`config.mk`:
```
export PLATFORM = sky130hd
export DESIGN_NAME = tone_mixer_eq_control_regs
export DESIGN_NICKNAME = d
export VERILOG_FILES = /design/src/tone_regs_pkg.sv /design/src/tone_mixer_eq_control_regs.sv
export SDC_FILE = /design/constraint.sdc
export NUM_CORES = 1
export LEC_CHECK = 0
export BUFFER_PORTS_ARGS = -buffer_cell sky130_fd_sc_hd__buf_2
export CELL_PAD_IN_SITES_DETAIL_PLACEMENT = 0
export CELL_PAD_IN_SITES_GLOBAL_PLACEMENT = 1
export CORE_MARGIN = 10
export CORE_UTILIZATION = 37
export DETAILED_ROUTE_END_ITERATION = 10
export GPL_ROUTABILITY_DRIVEN = 0
export PLACE_DENSITY = 0.87
export SLEW_MARGIN = 40
export SYNTH_ARGS = -nofsm -noshare
export SYNTH_HDL_FRONTEND = slang
export SYNTH_SLANG_ARGS = --single-unit
```
`constraint.sdc`:
```
create_clock -name clk_sys -period 1.7 [get_ports clk_sys]
set_input_delay 0.255 -clock clk_sys [delete_from_list [all_inputs] [get_ports clk_sys]]
set_output_delay 0.255 -clock clk_sys [all_outputs]
set_load 0.1 [all_outputs]
```
`src/tone_regs_pkg.sv`:
```
// constants for the tone, mixer and eq control register bank
package tone_regs_pkg;
  localparam logic [7:0] ADDR_BLEND = 8'h06;
  localparam logic [7:0] ADDR_SHELF_CFG = 8'h07;
  localparam logic [7:0] ADDR_SHELF_GAIN = 8'h08;
  localparam logic [7:0] ADDR_EQ_CTRL = 8'h09;
  localparam logic [7:0] ADDR_COEF_LO = 8'h0A;
  localparam logic [7:0] ADDR_COEF_HI = 8'h54;
  localparam logic [7:0] ADDR_VOL_LO = 8'h57;
  localparam logic [7:0] ADDR_VOL_HI = 8'h5A;
  localparam logic [7:0] RST_BLEND = 8'h00;
  localparam logic [7:0] RST_SHELF_CFG = 8'h02;
  localparam logic [7:0] RST_SHELF_GAIN = 8'h88;
  localparam logic [7:0] RST_EQ_CTRL = 8'h00;
  localparam logic [7:0] MASK_BLEND = 8'hEF;
  localparam logic [7:0] MASK_EQ_CTRL = 8'hFB;
  localparam int BIT_PREEMPH_UNDO = 7;
  localparam int BIT_LOUD = 6;
  localparam int BIT_HPF = 5;
  localparam int BIT_SHELF_EN = 0;
  localparam int BIT_FREEZE = 7;
  localparam int BIT_TRISTATE = 6;
  localparam int BIT_EQ_B = 1;
  localparam int BIT_EQ_A = 0;
  localparam logic [2:0] XOVER_OFF = 3'h0;
  typedef enum logic [1:0] {
    BLEND_DIRECT = 2'b00,
    BLEND_AVG1 = 2'b01,
    BLEND_AVG2 = 2'b10,
    BLEND_SWAP = 2'b11
  } blend_t;
endpackage

```
`src/tone_mixer_eq_control_regs.sv`:
```
// register bank for mixer, shelving tone, eq enables and freeze
`timescale 1ns/100ps
// Summary of operation
// - right field: 00 right, 01/10 average, 11 left feeds channel B
// - left field: 00 left, 01/10 average, 11 right feeds channel A
// - de-emphasis bit 1 inserts 44.1 kHz 50/15 us filter, 0 none
// - loudness compensation active only while its bit is 1, reset 0
// - path high-pass bypassed at 0 (reset), applied at 1
// - high-shelf corner 5/7/10/15 kHz for codes 00..11, reset 00
// - low-shelf corner 50/100/200/250 Hz, reset 01
// - one enable turns both shelving filters on, reset 0
// - high-shelf gain 1.5 dB steps, 0000 +12, 1000 0 dB, reset 1000
// - low-shelf gain same mapping, reset 1000
// - freeze holds volume and coefficient effect, release applies all together
// - 07h: preemphasis_undo_enable, loudness, hpf, high corner 4:3, low corner 2:1, enable 0
// - 08h: high-shelf gain 7:4, low-shelf gain 3:0
// - 09h: freeze, tristate, crossover 5:3, reserved 2, eq B, eq A
// - crossover 000 disables manager, 001..111 select 80..320 Hz
// - each channel eq enable turns its biquad bank on, default off
// - 06h: right field 3:2, left field 1:0, bit 4 reserved
module tone_mixer_eq_control_regs
  import tone_regs_pkg::*;
(
  input wire logic clk_sys,
  input wire logic reset,
  input wire logic reg_wr,
  input wire logic reg_rd,
  input wire logic [7:0] reg_addr,
  input wire logic [7:0] reg_wdata,
  output logic [7:0] reg_rdata,
  output logic [2:0] input_attenuation,
  output tone_regs_pkg::blend_t right_blend_select,
  output tone_regs_pkg::blend_t left_blend_select,
  output logic chan_a_avg,
  output logic chan_a_from_right,
  output logic chan_b_avg,
  output logic chan_b_from_left,
  output logic preemphasis_undo_enable,
  output logic loudness_enable,
  output logic path_highpass_enable,
  output logic [1:0] high_shelf_corner,
  output logic [1:0] low_shelf_corner,
  output logic shelving_filter_enable,
  output logic [3:0] high_shelf_gain,
  output logic [3:0] low_shelf_gain,
  output logic freeze,
  output logic logic_output_tristate,
  output logic [2:0] crossover_manager_select,
  output logic bass_manager_enable,
  output logic chan_b_biquad_enable,
  output logic chan_a_biquad_enable,
  output logic update_hold,
  output logic update_apply
);
  import tone_regs_pkg::*;

  logic [7:0] blend_q;
  logic [7:0] shelf_cfg_q;
  logic [7:0] shelf_gain_q;
  logic [7:0] eq_ctrl_q;
  logic freeze_prev_q;
  logic [7:0] rdata_q;

  // ----------------------------------------
  // register writes
  // ----------------------------------------
  // reserved bits are masked so they never store
  always_ff @(posedge clk_sys)
  begin
    if (reset)
    begin
      blend_q <= RST_BLEND;
      shelf_cfg_q <= RST_SHELF_CFG;
      shelf_gain_q <= RST_SHELF_GAIN;
      eq_ctrl_q <= RST_EQ_CTRL;
    end
    else if (reg_wr)
    begin
      if (reg_addr == ADDR_BLEND)
        blend_q <= reg_wdata & MASK_BLEND;
      else if (reg_addr == ADDR_SHELF_CFG)
        shelf_cfg_q <= reg_wdata;
      else if (reg_addr == ADDR_SHELF_GAIN)
        shelf_gain_q <= reg_wdata;
      else if (reg_addr == ADDR_EQ_CTRL)
        eq_ctrl_q <= reg_wdata & MASK_EQ_CTRL;
    end
  end

  // ----------------------------------------
  // register reads
  // ----------------------------------------
  // unmapped addresses read zero; data registered for a clean output
  always_ff @(posedge clk_sys)
  begin
    if (reset)
      rdata_q <= 8'h00;
    else if (reg_rd)
    begin
      if (reg_addr == ADDR_BLEND)
        rdata_q <= blend_q;
      else if (reg_addr == ADDR_SHELF_CFG)
        rdata_q <= shelf_cfg_q;
      else if (reg_addr == ADDR_SHELF_GAIN)
        rdata_q <= shelf_gain_q;
      else if (reg_addr == ADDR_EQ_CTRL)
        rdata_q <= eq_ctrl_q;
      else
        rdata_q <= 8'h00;
    end
  end
  assign reg_rdata = rdata_q;

  // ----------------------------------------
  // freeze release detect
  // ----------------------------------------
  // one-cycle pulse on the falling freeze bit commits all held values at once
  always_ff @(posedge clk_sys)
  begin
    if (reset)
      freeze_prev_q <= 1'b0;
    else
      freeze_prev_q <= eq_ctrl_q[BIT_FREEZE];
  end
  assign freeze = eq_ctrl_q[BIT_FREEZE];
  assign update_hold = eq_ctrl_q[BIT_FREEZE];
  assign update_apply = freeze_prev_q & ~eq_ctrl_q[BIT_FREEZE];

  // ----------------------------------------
  // control fields to the audio path
  // ----------------------------------------
  assign input_attenuation = blend_q[7:5];
  assign right_blend_select = blend_t'(blend_q[3:2]);
  assign left_blend_select = blend_t'(blend_q[1:0]);
  // both middle codes average; the path only needs these decoded strobes
  assign chan_b_avg = (blend_q[3:2] == BLEND_AVG1) | (blend_q[3:2] == BLEND_AVG2);
  assign chan_b_from_left = (blend_q[3:2] == BLEND_SWAP);
  assign chan_a_avg = (blend_q[1:0] == BLEND_AVG1) | (blend_q[1:0] == BLEND_AVG2);
  assign chan_a_from_right = (blend_q[1:0] == BLEND_SWAP);
  assign preemphasis_undo_enable = shelf_cfg_q[BIT_PREEMPH_UNDO];
  assign loudness_enable = shelf_cfg_q[BIT_LOUD];
  assign path_highpass_enable = shelf_cfg_q[BIT_HPF];
  assign high_shelf_corner = shelf_cfg_q[4:3];
  assign low_shelf_corner = shelf_cfg_q[2:1];
  assign shelving_filter_enable = shelf_cfg_q[BIT_SHELF_EN];
  assign high_shelf_gain = shelf_gain_q[7:4];
  assign low_shelf_gain = shelf_gain_q[3:0];
  assign logic_output_tristate = eq_ctrl_q[BIT_TRISTATE];
  assign crossover_manager_select = eq_ctrl_q[5:3];
  assign bass_manager_enable = (eq_ctrl_q[5:3] != XOVER_OFF);
  assign chan_b_biquad_enable = eq_ctrl_q[BIT_EQ_B];
  assign chan_a_biquad_enable = eq_ctrl_q[BIT_EQ_A];

  // ----------------------------------------
  // assertions
  // ----------------------------------------
  property p_reset_values;
    @(posedge clk_sys) $past(reset) |-> (high_shelf_gain == 4'h8 && low_shelf_gain == 4'h8
      && low_shelf_corner == 2'b01 && high_shelf_corner == 2'b00 && !shelving_filter_enable);
  endproperty
  a_reset_values: assert property (p_reset_values) else $error("bad reset value");

  property p_reserved_zero;
    @(posedge clk_sys) disable iff (reset) (blend_q[4] == 1'b0) && (eq_ctrl_q[2] == 1'b0);
  endproperty
  a_reserved_zero: assert property (p_reserved_zero) else $error("reserved bit set");

  property p_gain_write;
    @(posedge clk_sys) disable iff (reset) (reg_wr && reg_addr == ADDR_SHELF_GAIN)
      |=> (high_shelf_gain == $past(reg_wdata[7:4]) && low_shelf_gain == $past(reg_wdata[3:0]));
  endproperty
  a_gain_write: assert property (p_gain_write) else $error("gain write lost");

  property p_cfg_write;
    @(posedge clk_sys) disable iff (reset) (reg_wr && reg_addr == ADDR_SHELF_CFG)
      |=> (preemphasis_undo_enable == $past(reg_wdata[7]) && low_shelf_corner == $past(reg_wdata[2:1]));
  endproperty
  a_cfg_write: assert property (p_cfg_write) else $error("config write lost");

  property p_freeze_apply;
    @(posedge clk_sys) disable iff (reset) (freeze ##1 !freeze) |-> update_apply ##1 !update_apply;
  endproperty
  a_freeze_apply: assert property (p_freeze_apply) else $error("freeze release not applied");

  property p_mix_b;
    @(posedge clk_sys) disable iff (reset) chan_b_from_left |-> (blend_q[3:2] == 2'b11 && !chan_b_avg);
  endproperty
  a_mix_b: assert property (p_mix_b) else $error("channel B source wrong");

  property p_mix_a;
    @(posedge clk_sys) disable iff (reset) (blend_q[1:0] == 2'b00) |-> (!chan_a_avg && !chan_a_from_right);
  endproperty
  a_mix_a: assert property (p_mix_a) else $error("channel A source wrong");

  property p_xover;
    @(posedge clk_sys) disable iff (reset)
      (reg_wr && reg_addr == ADDR_EQ_CTRL && reg_wdata[5:3] == 3'h0) |=> !bass_manager_enable;
  endproperty
  a_xover: assert property (p_xover) else $error("bass manager not disabled");

  property p_eq_hold;
    @(posedge clk_sys) disable iff (reset)
      !(reg_wr && reg_addr == ADDR_EQ_CTRL) |=> $stable(chan_a_biquad_enable) && $stable(chan_b_biquad_enable);
  endproperty
  a_eq_hold: assert property (p_eq_hold) else $error("eq enable changed unbidden");

  // ----------------------------------------
  // field, read path and release checks
  // ----------------------------------------
  // each field except the 06h attenuation bits 7:5 is checked against the bus data of the write edge,
  // so a swapped or shifted slice shows up on the first write
  property p_mix_b_right;
    @(posedge clk_sys) disable iff (reset) (blend_q[3:2] == 2'b00) |-> (!chan_b_avg && !chan_b_from_left);
  endproperty
  a_mix_b_right: assert property (p_mix_b_right) else $error("channel B direct source wrong");

  property p_mix_b_avg;
    @(posedge clk_sys) disable iff (reset) (blend_q[3:2] == 2'b01 || blend_q[3:2] == 2'b10) |-> chan_b_avg;
  endproperty
  a_mix_b_avg: assert property (p_mix_b_avg) else $error("channel B average missing");

  property p_mix_a_avg;
    @(posedge clk_sys) disable iff (reset) (blend_q[1:0] == 2'b01 || blend_q[1:0] == 2'b10) |-> chan_a_avg;
  endproperty
  a_mix_a_avg: assert property (p_mix_a_avg) else $error("channel A average missing");

  property p_mix_a_swap;
    @(posedge clk_sys) disable iff (reset) (blend_q[1:0] == 2'b11) |-> (!chan_a_avg && chan_a_from_right);
  endproperty
  a_mix_a_swap: assert property (p_mix_a_swap) else $error("channel A swap source wrong");

  property p_blend_write;
    @(posedge clk_sys) disable iff (reset) (reg_wr && reg_addr == ADDR_BLEND) |=> (blend_q[3:0] == $past(reg_wdata[3:0]));
  endproperty
  a_blend_write: assert property (p_blend_write) else $error("mixer write lost");

  property p_blend_reserved;
    @(posedge clk_sys) disable iff (reset) (reg_wr && reg_addr == ADDR_BLEND && reg_wdata[4]) |=> !blend_q[4];
  endproperty
  a_blend_reserved: assert property (p_blend_reserved) else $error("mixer reserved bit stored");

  property p_loud_write;
    @(posedge clk_sys) disable iff (reset) (reg_wr && reg_addr == ADDR_SHELF_CFG) |=> loudness_enable == $past(reg_wdata[6]);
  endproperty
  a_loud_write: assert property (p_loud_write) else $error("loudness write lost");

  property p_hpf_write;
    @(posedge clk_sys) disable iff (reset) (reg_wr && reg_addr == ADDR_SHELF_CFG) |=> path_highpass_enable == $past(reg_wdata[5]);
  endproperty
  a_hpf_write: assert property (p_hpf_write) else $error("high-pass write lost");

  property p_high_corner_write;
    @(posedge clk_sys) disable iff (reset) (reg_wr && reg_addr == ADDR_SHELF_CFG) |=> high_shelf_corner == $past(reg_wdata[4:3]);
  endproperty
  a_high_corner_write: assert property (p_high_corner_write) else $error("high corner write lost");

  property p_shelf_en_write;
    @(posedge clk_sys) disable iff (reset) (reg_wr && reg_addr == ADDR_SHELF_CFG) |=> shelving_filter_enable == $past(reg_wdata[0]);
  endproperty
  a_shelf_en_write: assert property (p_shelf_en_write) else $error("shelving enable write lost");

  property p_cfg_hold;
    @(posedge clk_sys) disable iff (reset) !(reg_wr && reg_addr == ADDR_SHELF_CFG) |=> $stable(shelf_cfg_q);
  endproperty
  a_cfg_hold: assert property (p_cfg_hold) else $error("config changed unbidden");

  property p_gain_hold;
    @(posedge clk_sys) disable iff (reset) !(reg_wr && reg_addr == ADDR_SHELF_GAIN) |=> $stable(shelf_gain_q);
  endproperty
  a_gain_hold: assert property (p_gain_hold) else $error("gain changed unbidden");

  property p_blend_hold;
    @(posedge clk_sys) disable iff (reset) !(reg_wr && reg_addr == ADDR_BLEND) |=> $stable(blend_q);
  endproperty
  a_blend_hold: assert property (p_blend_hold) else $error("mixer changed unbidden");

  property p_eq_write;
    @(posedge clk_sys) disable iff (reset) (reg_wr && reg_addr == ADDR_EQ_CTRL)
      |=> (freeze == $past(reg_wdata[7]) && logic_output_tristate == $past(reg_wdata[6])
      && crossover_manager_select == $past(reg_wdata[5:3]));
  endproperty
  a_eq_write: assert property (p_eq_write) else $error("eq control write lost");

  property p_eq_reserved;
    @(posedge clk_sys) disable iff (reset) (reg_wr && reg_addr == ADDR_EQ_CTRL && reg_wdata[2]) |=> !eq_ctrl_q[2];
  endproperty
  a_eq_reserved: assert property (p_eq_reserved) else $error("eq reserved bit stored");

  property p_xover_on;
    @(posedge clk_sys) disable iff (reset) (crossover_manager_select != 3'h0) |-> bass_manager_enable;
  endproperty
  a_xover_on: assert property (p_xover_on) else $error("bass manager not enabled");

  property p_biquad_write;
    @(posedge clk_sys) disable iff (reset) (reg_wr && reg_addr == ADDR_EQ_CTRL)
      |=> (chan_a_biquad_enable == $past(reg_wdata[0]) && chan_b_biquad_enable == $past(reg_wdata[1]));
  endproperty
  a_biquad_write: assert property (p_biquad_write) else $error("biquad enable write lost");

  // an apply pulse outside a release would commit half-written values
  property p_apply_cause;
    @(posedge clk_sys) disable iff (reset) update_apply |-> ($past(freeze) && !freeze);
  endproperty
  a_apply_cause: assert property (p_apply_cause) else $error("apply without release");

  property p_no_apply_held;
    @(posedge clk_sys) disable iff (reset) freeze |-> (update_hold && !update_apply);
  endproperty
  a_no_apply_held: assert property (p_no_apply_held) else $error("apply while frozen");

  property p_apply_single;
    @(posedge clk_sys) disable iff (reset) update_apply |=> !update_apply;
  endproperty
  a_apply_single: assert property (p_apply_single) else $error("apply longer than one cycle");

  property p_read_cfg;
    @(posedge clk_sys) disable iff (reset) (reg_rd && reg_addr == ADDR_SHELF_CFG) |=> reg_rdata == $past(shelf_cfg_q);
  endproperty
  a_read_cfg: assert property (p_read_cfg) else $error("config read wrong");

  property p_read_gain;
    @(posedge clk_sys) disable iff (reset) (reg_rd && reg_addr == ADDR_SHELF_GAIN) |=> reg_rdata == $past(shelf_gain_q);
  endproperty
  a_read_gain: assert property (p_read_gain) else $error("gain read wrong");

  property p_read_eq;
    @(posedge clk_sys) disable iff (reset) (reg_rd && reg_addr == ADDR_EQ_CTRL) |=> reg_rdata == $past(eq_ctrl_q);
  endproperty
  a_read_eq: assert property (p_read_eq) else $error("eq control read wrong");

  property p_read_blend;
    @(posedge clk_sys) disable iff (reset) (reg_rd && reg_addr == ADDR_BLEND) |=> reg_rdata == $past(blend_q);
  endproperty
  a_read_blend: assert property (p_read_blend) else $error("mixer read wrong");

  property p_read_unmapped;
    @(posedge clk_sys) disable iff (reset) (reg_rd && (reg_addr < ADDR_BLEND || reg_addr > ADDR_EQ_CTRL))
      |=> reg_rdata == 8'h00;
  endproperty
  a_read_unmapped: assert property (p_read_unmapped) else $error("unmapped read not zero");

  property p_reset_enables;
    @(posedge clk_sys) $past(reset) |-> (!preemphasis_undo_enable && !loudness_enable && !path_highpass_enable
      && !chan_a_biquad_enable && !chan_b_biquad_enable && !freeze && !update_apply);
  endproperty
  a_reset_enables: assert property (p_reset_enables) else $error("enable not off after reset");

  property p_reset_low;
    @(posedge clk_sys) $past(reset) |-> (low_shelf_gain == 4'h8 && low_shelf_corner == 2'b01);
  endproperty
  a_reset_low: assert property (p_reset_low) else $error("low shelf reset wrong");
endmodule

```
==> flow_summary_export.csv <==
group,metric,value,unit
sta,clock-skew-final,4.83,ps
power,total_power,1.62,mW
clock_tree,cts_tree,"built",
setup_path,critical_path.top_delay_family,"simple AND/OR/NAND/NOR gates",
die,rows,25,
clock_tree,root_buffer,"clkbuf_8",
die,design.core.area,4790,um^2
routing,drtIter0Drc,81,
global_routing,antenna_found_initial,0,
setup_path,critPathMaxFanout,4,
global_routing,grt_max_degree,27,
setup_path,worstSetupPathType,"reg -> out",
power,ir_drop,0.000308,V
placed_design,portBuffers,64,
routing,drt_pass1_iterations,4,
worst_hold_path,min_path_type,"in -> reg",
die,die_h,90.8,um
flow_run,cap_violations,0,
placed_design,preCtsSetupSlack,-27.1,ps
clock_tree,path_clk_slew,70,ps
sta,worstMarginPinSlew,499,ps
finish,synthToLayoutAreaGrowth,30.2,%
logic_synthesis,yosysUniqueCellTypes,33,
finish,nNetsFinal,283,
sta,hold_viol,0,
logic_synthesis,synth-warning-count,0,
placed_design,place_hpwl,4200,um
sta,grt_setup_unrepaired,"false",
run_status,status,"completed",
sta,relSlewSlack,67.0,%
die,dieArea,8250,um^2
routing,routed_wl,5350,um
die,ios,65,
logic_synthesis,netlist_area,1860,um^2
setup_path,cp_slowest_cell,"or3_2",
global_routing,grt_overflow_total,0,
sta,layout_min_cycle_time,1630,ps
finish,num_antenna_cells,0,
finish,multi_input_area,1030,um^2
global_routing,grt_usage,12.9,%
logic_synthesis,synth_seq_cells,39,
placed_design,placed_cell_area,2340,um^2
routing,vias_per_cell,4.92,
sta,setup_ws,67.9,ps
clock_tree,htreeDepth,2,
setup_path,worst_setup_path_start_kind,"flop",
die,start_util,38.8,%
finish,drive_gt1_share,40.0,%
die,die_w,90.8,um
clock_tree,clock_latency,280,ps
setup_path,slowest_delay,460,ps
setup_path,path_buf_inv,1,
routing,drc,0,
sta,max_clock_freq,0.613,GHz
finish,fillers,471,
setup_path,cp.required,1440,ps
routing,vias,1609,
power,power.leakage,1.20,nW
sta,slew_violations,0,
logic_synthesis,synthCells,188,
logic_synthesis,yosysSeqAreaShare,42.0,%
setup_path,cp.arrival,1380,ps
setup_path,critPathCaptureType,"output port",
clock_tree,cts_made_buffers,5,
global_routing,grt_pass1_vias,1674,
clock_tree,clockBufferDepth,2,
logic_synthesis,avgSynthCellArea,9.88,um^2
power,powerDensity,671,nW/um^2
logic_synthesis,synth_nets,210,
sta,tns,0,ps
clock_tree,postCtsSetupRepairBufs,0,
finish,postLayoutCellArea,2420,um^2
clock_tree,clkSinkCount,39,
routing,ant_nets,0,
sta,layout_worst_path_cycle_share,96.0,%
setup_path,crit_chain,"or3_2 > buf_2",
clock_tree,hold_buffers,0,
finish,seq_area,790,um^2
routing,wire_per_inst,16.4,um
clock_tree,cts_resized,0,
sta,fin_hold_ws,234,ps
global_routing,grt_pass1_wl,8680,um
sta,setup_viol,0,
## worst reg2reg max path, stage by stage, from the launching register on
cell and delay, ps:
dfxtp_2 340, mux2_2 260, a22oi_1 260, o31ai_1 120
## cell type report
| type | count | area share, % |
|---|---|---|
| Clock buffer | 6 | 3.00 |
| Inverter | 2 | 0.311 |
| Multi-Input combinational cell | 135 | 42.4 |
| Sequential cell | 39 | 32.7 |
| Tap cell | 67 | 3.47 |
| Timing Repair Buffer | 78 | 18.1 |
## metrics by stage
stage                     cells  util [%]
after global placement      321      49.0
after CTS                   327      50.5
after floorplan             188         -
after detailed placement    321      49.0
after global routing        327      50.5
final                       327      50.5
## logic make-up after synthesis
kind of cell | Yosys count | share of synthesized area [%]
multiplexers | 37 | 20.4
AND/OR/NAND/NOR | 78 | 25.7
adder cells (fa/ha/maj) | 2 | 1.35
flip-flops | 39 | 42.0
AO/OA/AOI/OAI | 18 | 7.28
buffers and inverters | 14 | 3.17
## synth_stat cells
library cell	instances	area, um^2
a21boi_0	1	7.51
a21oi_1	1	5.00
a221oi_1	1	8.76
a22oi_1	7	52.6
and3b_1	1	8.76
and4b_1	1	10.0
buf_2	2	10.0
buf_4	1	7.51
clkbuf_1	9	33.8
dfxtp_1	39	781
ha_1	2	25.0
inv_1	2	7.51
mux2_2	7	78.8
mux2i_1	30	300
nand2_1	8	30.0
nand2b_1	41	257
nand3_1	1	5.00
nand3b_1	1	7.51
nand4_1	2	12.5
nand4b_1	1	8.76
nand4bb_1	1	11.3
nor2_1	8	30.0
nor2b_1	1	6.26
nor3_1	6	30.0
nor3_4	1	16.3
nor3b_1	1	7.51
nor4_2	1	12.5
o21bai_1	1	7.51
o31ai_1	6	45.0
o41ai_1	1	8.76
or3_1	1	6.26
or3_4	1	11.3
or4_1	1	7.51
## placed cells by master, fill, tap and decap left out, types with 6 or more instances in the layout
master    count
dfxtp_2       7
buf_2        64
buf_4        13
nor3_1        6
nor2_1        8
a22oi_1       7
o31ai_1       6
nand2b_1     41
mux2_2        7
mux2i_1      30
nand2_1       8
dfxtp_1      32
## final timing paths
check | from | to | slack [ps] | cells after the start
setup / recovery | eq_ctrl_q[3] | bass_manager_enable | 70 | 2
setup reg to reg | eq_ctrl_q[5] | reg_rdata[5] | 600 | 3
hold / removal | reg_rd | reg_rdata[4] | 230 | 2
hold reg to reg | reg_rdata[2] | reg_rdata[2] | 450 | 2
## report_power, final
part | leakage, nW | switching [mW] | internal (mW)
sequential | 0.318 | 0.000933 | 0.914
clock | 0.0371 | 0.289 | 0.273
combinational | 0.846 | 0.0816 | 0.0633
total | 1.20 | 0.372 | 1.25
## registers in the layout, indices dropped and copies added (netlist names)
signal and count:
blend_q 7, eq_ctrl_q 7, freeze_prev_q 1, reg_rdata 8
shelf_cfg_q 8, shelf_gain_q 8
## routing by layer
metal	part of all wire (%)	track usage (%)
met4	1.2	4.70
met5	0	0
met1	46	15.7
met3	5.5	3.91
met2	47	20.9
(Power assumes the default switching activity.)
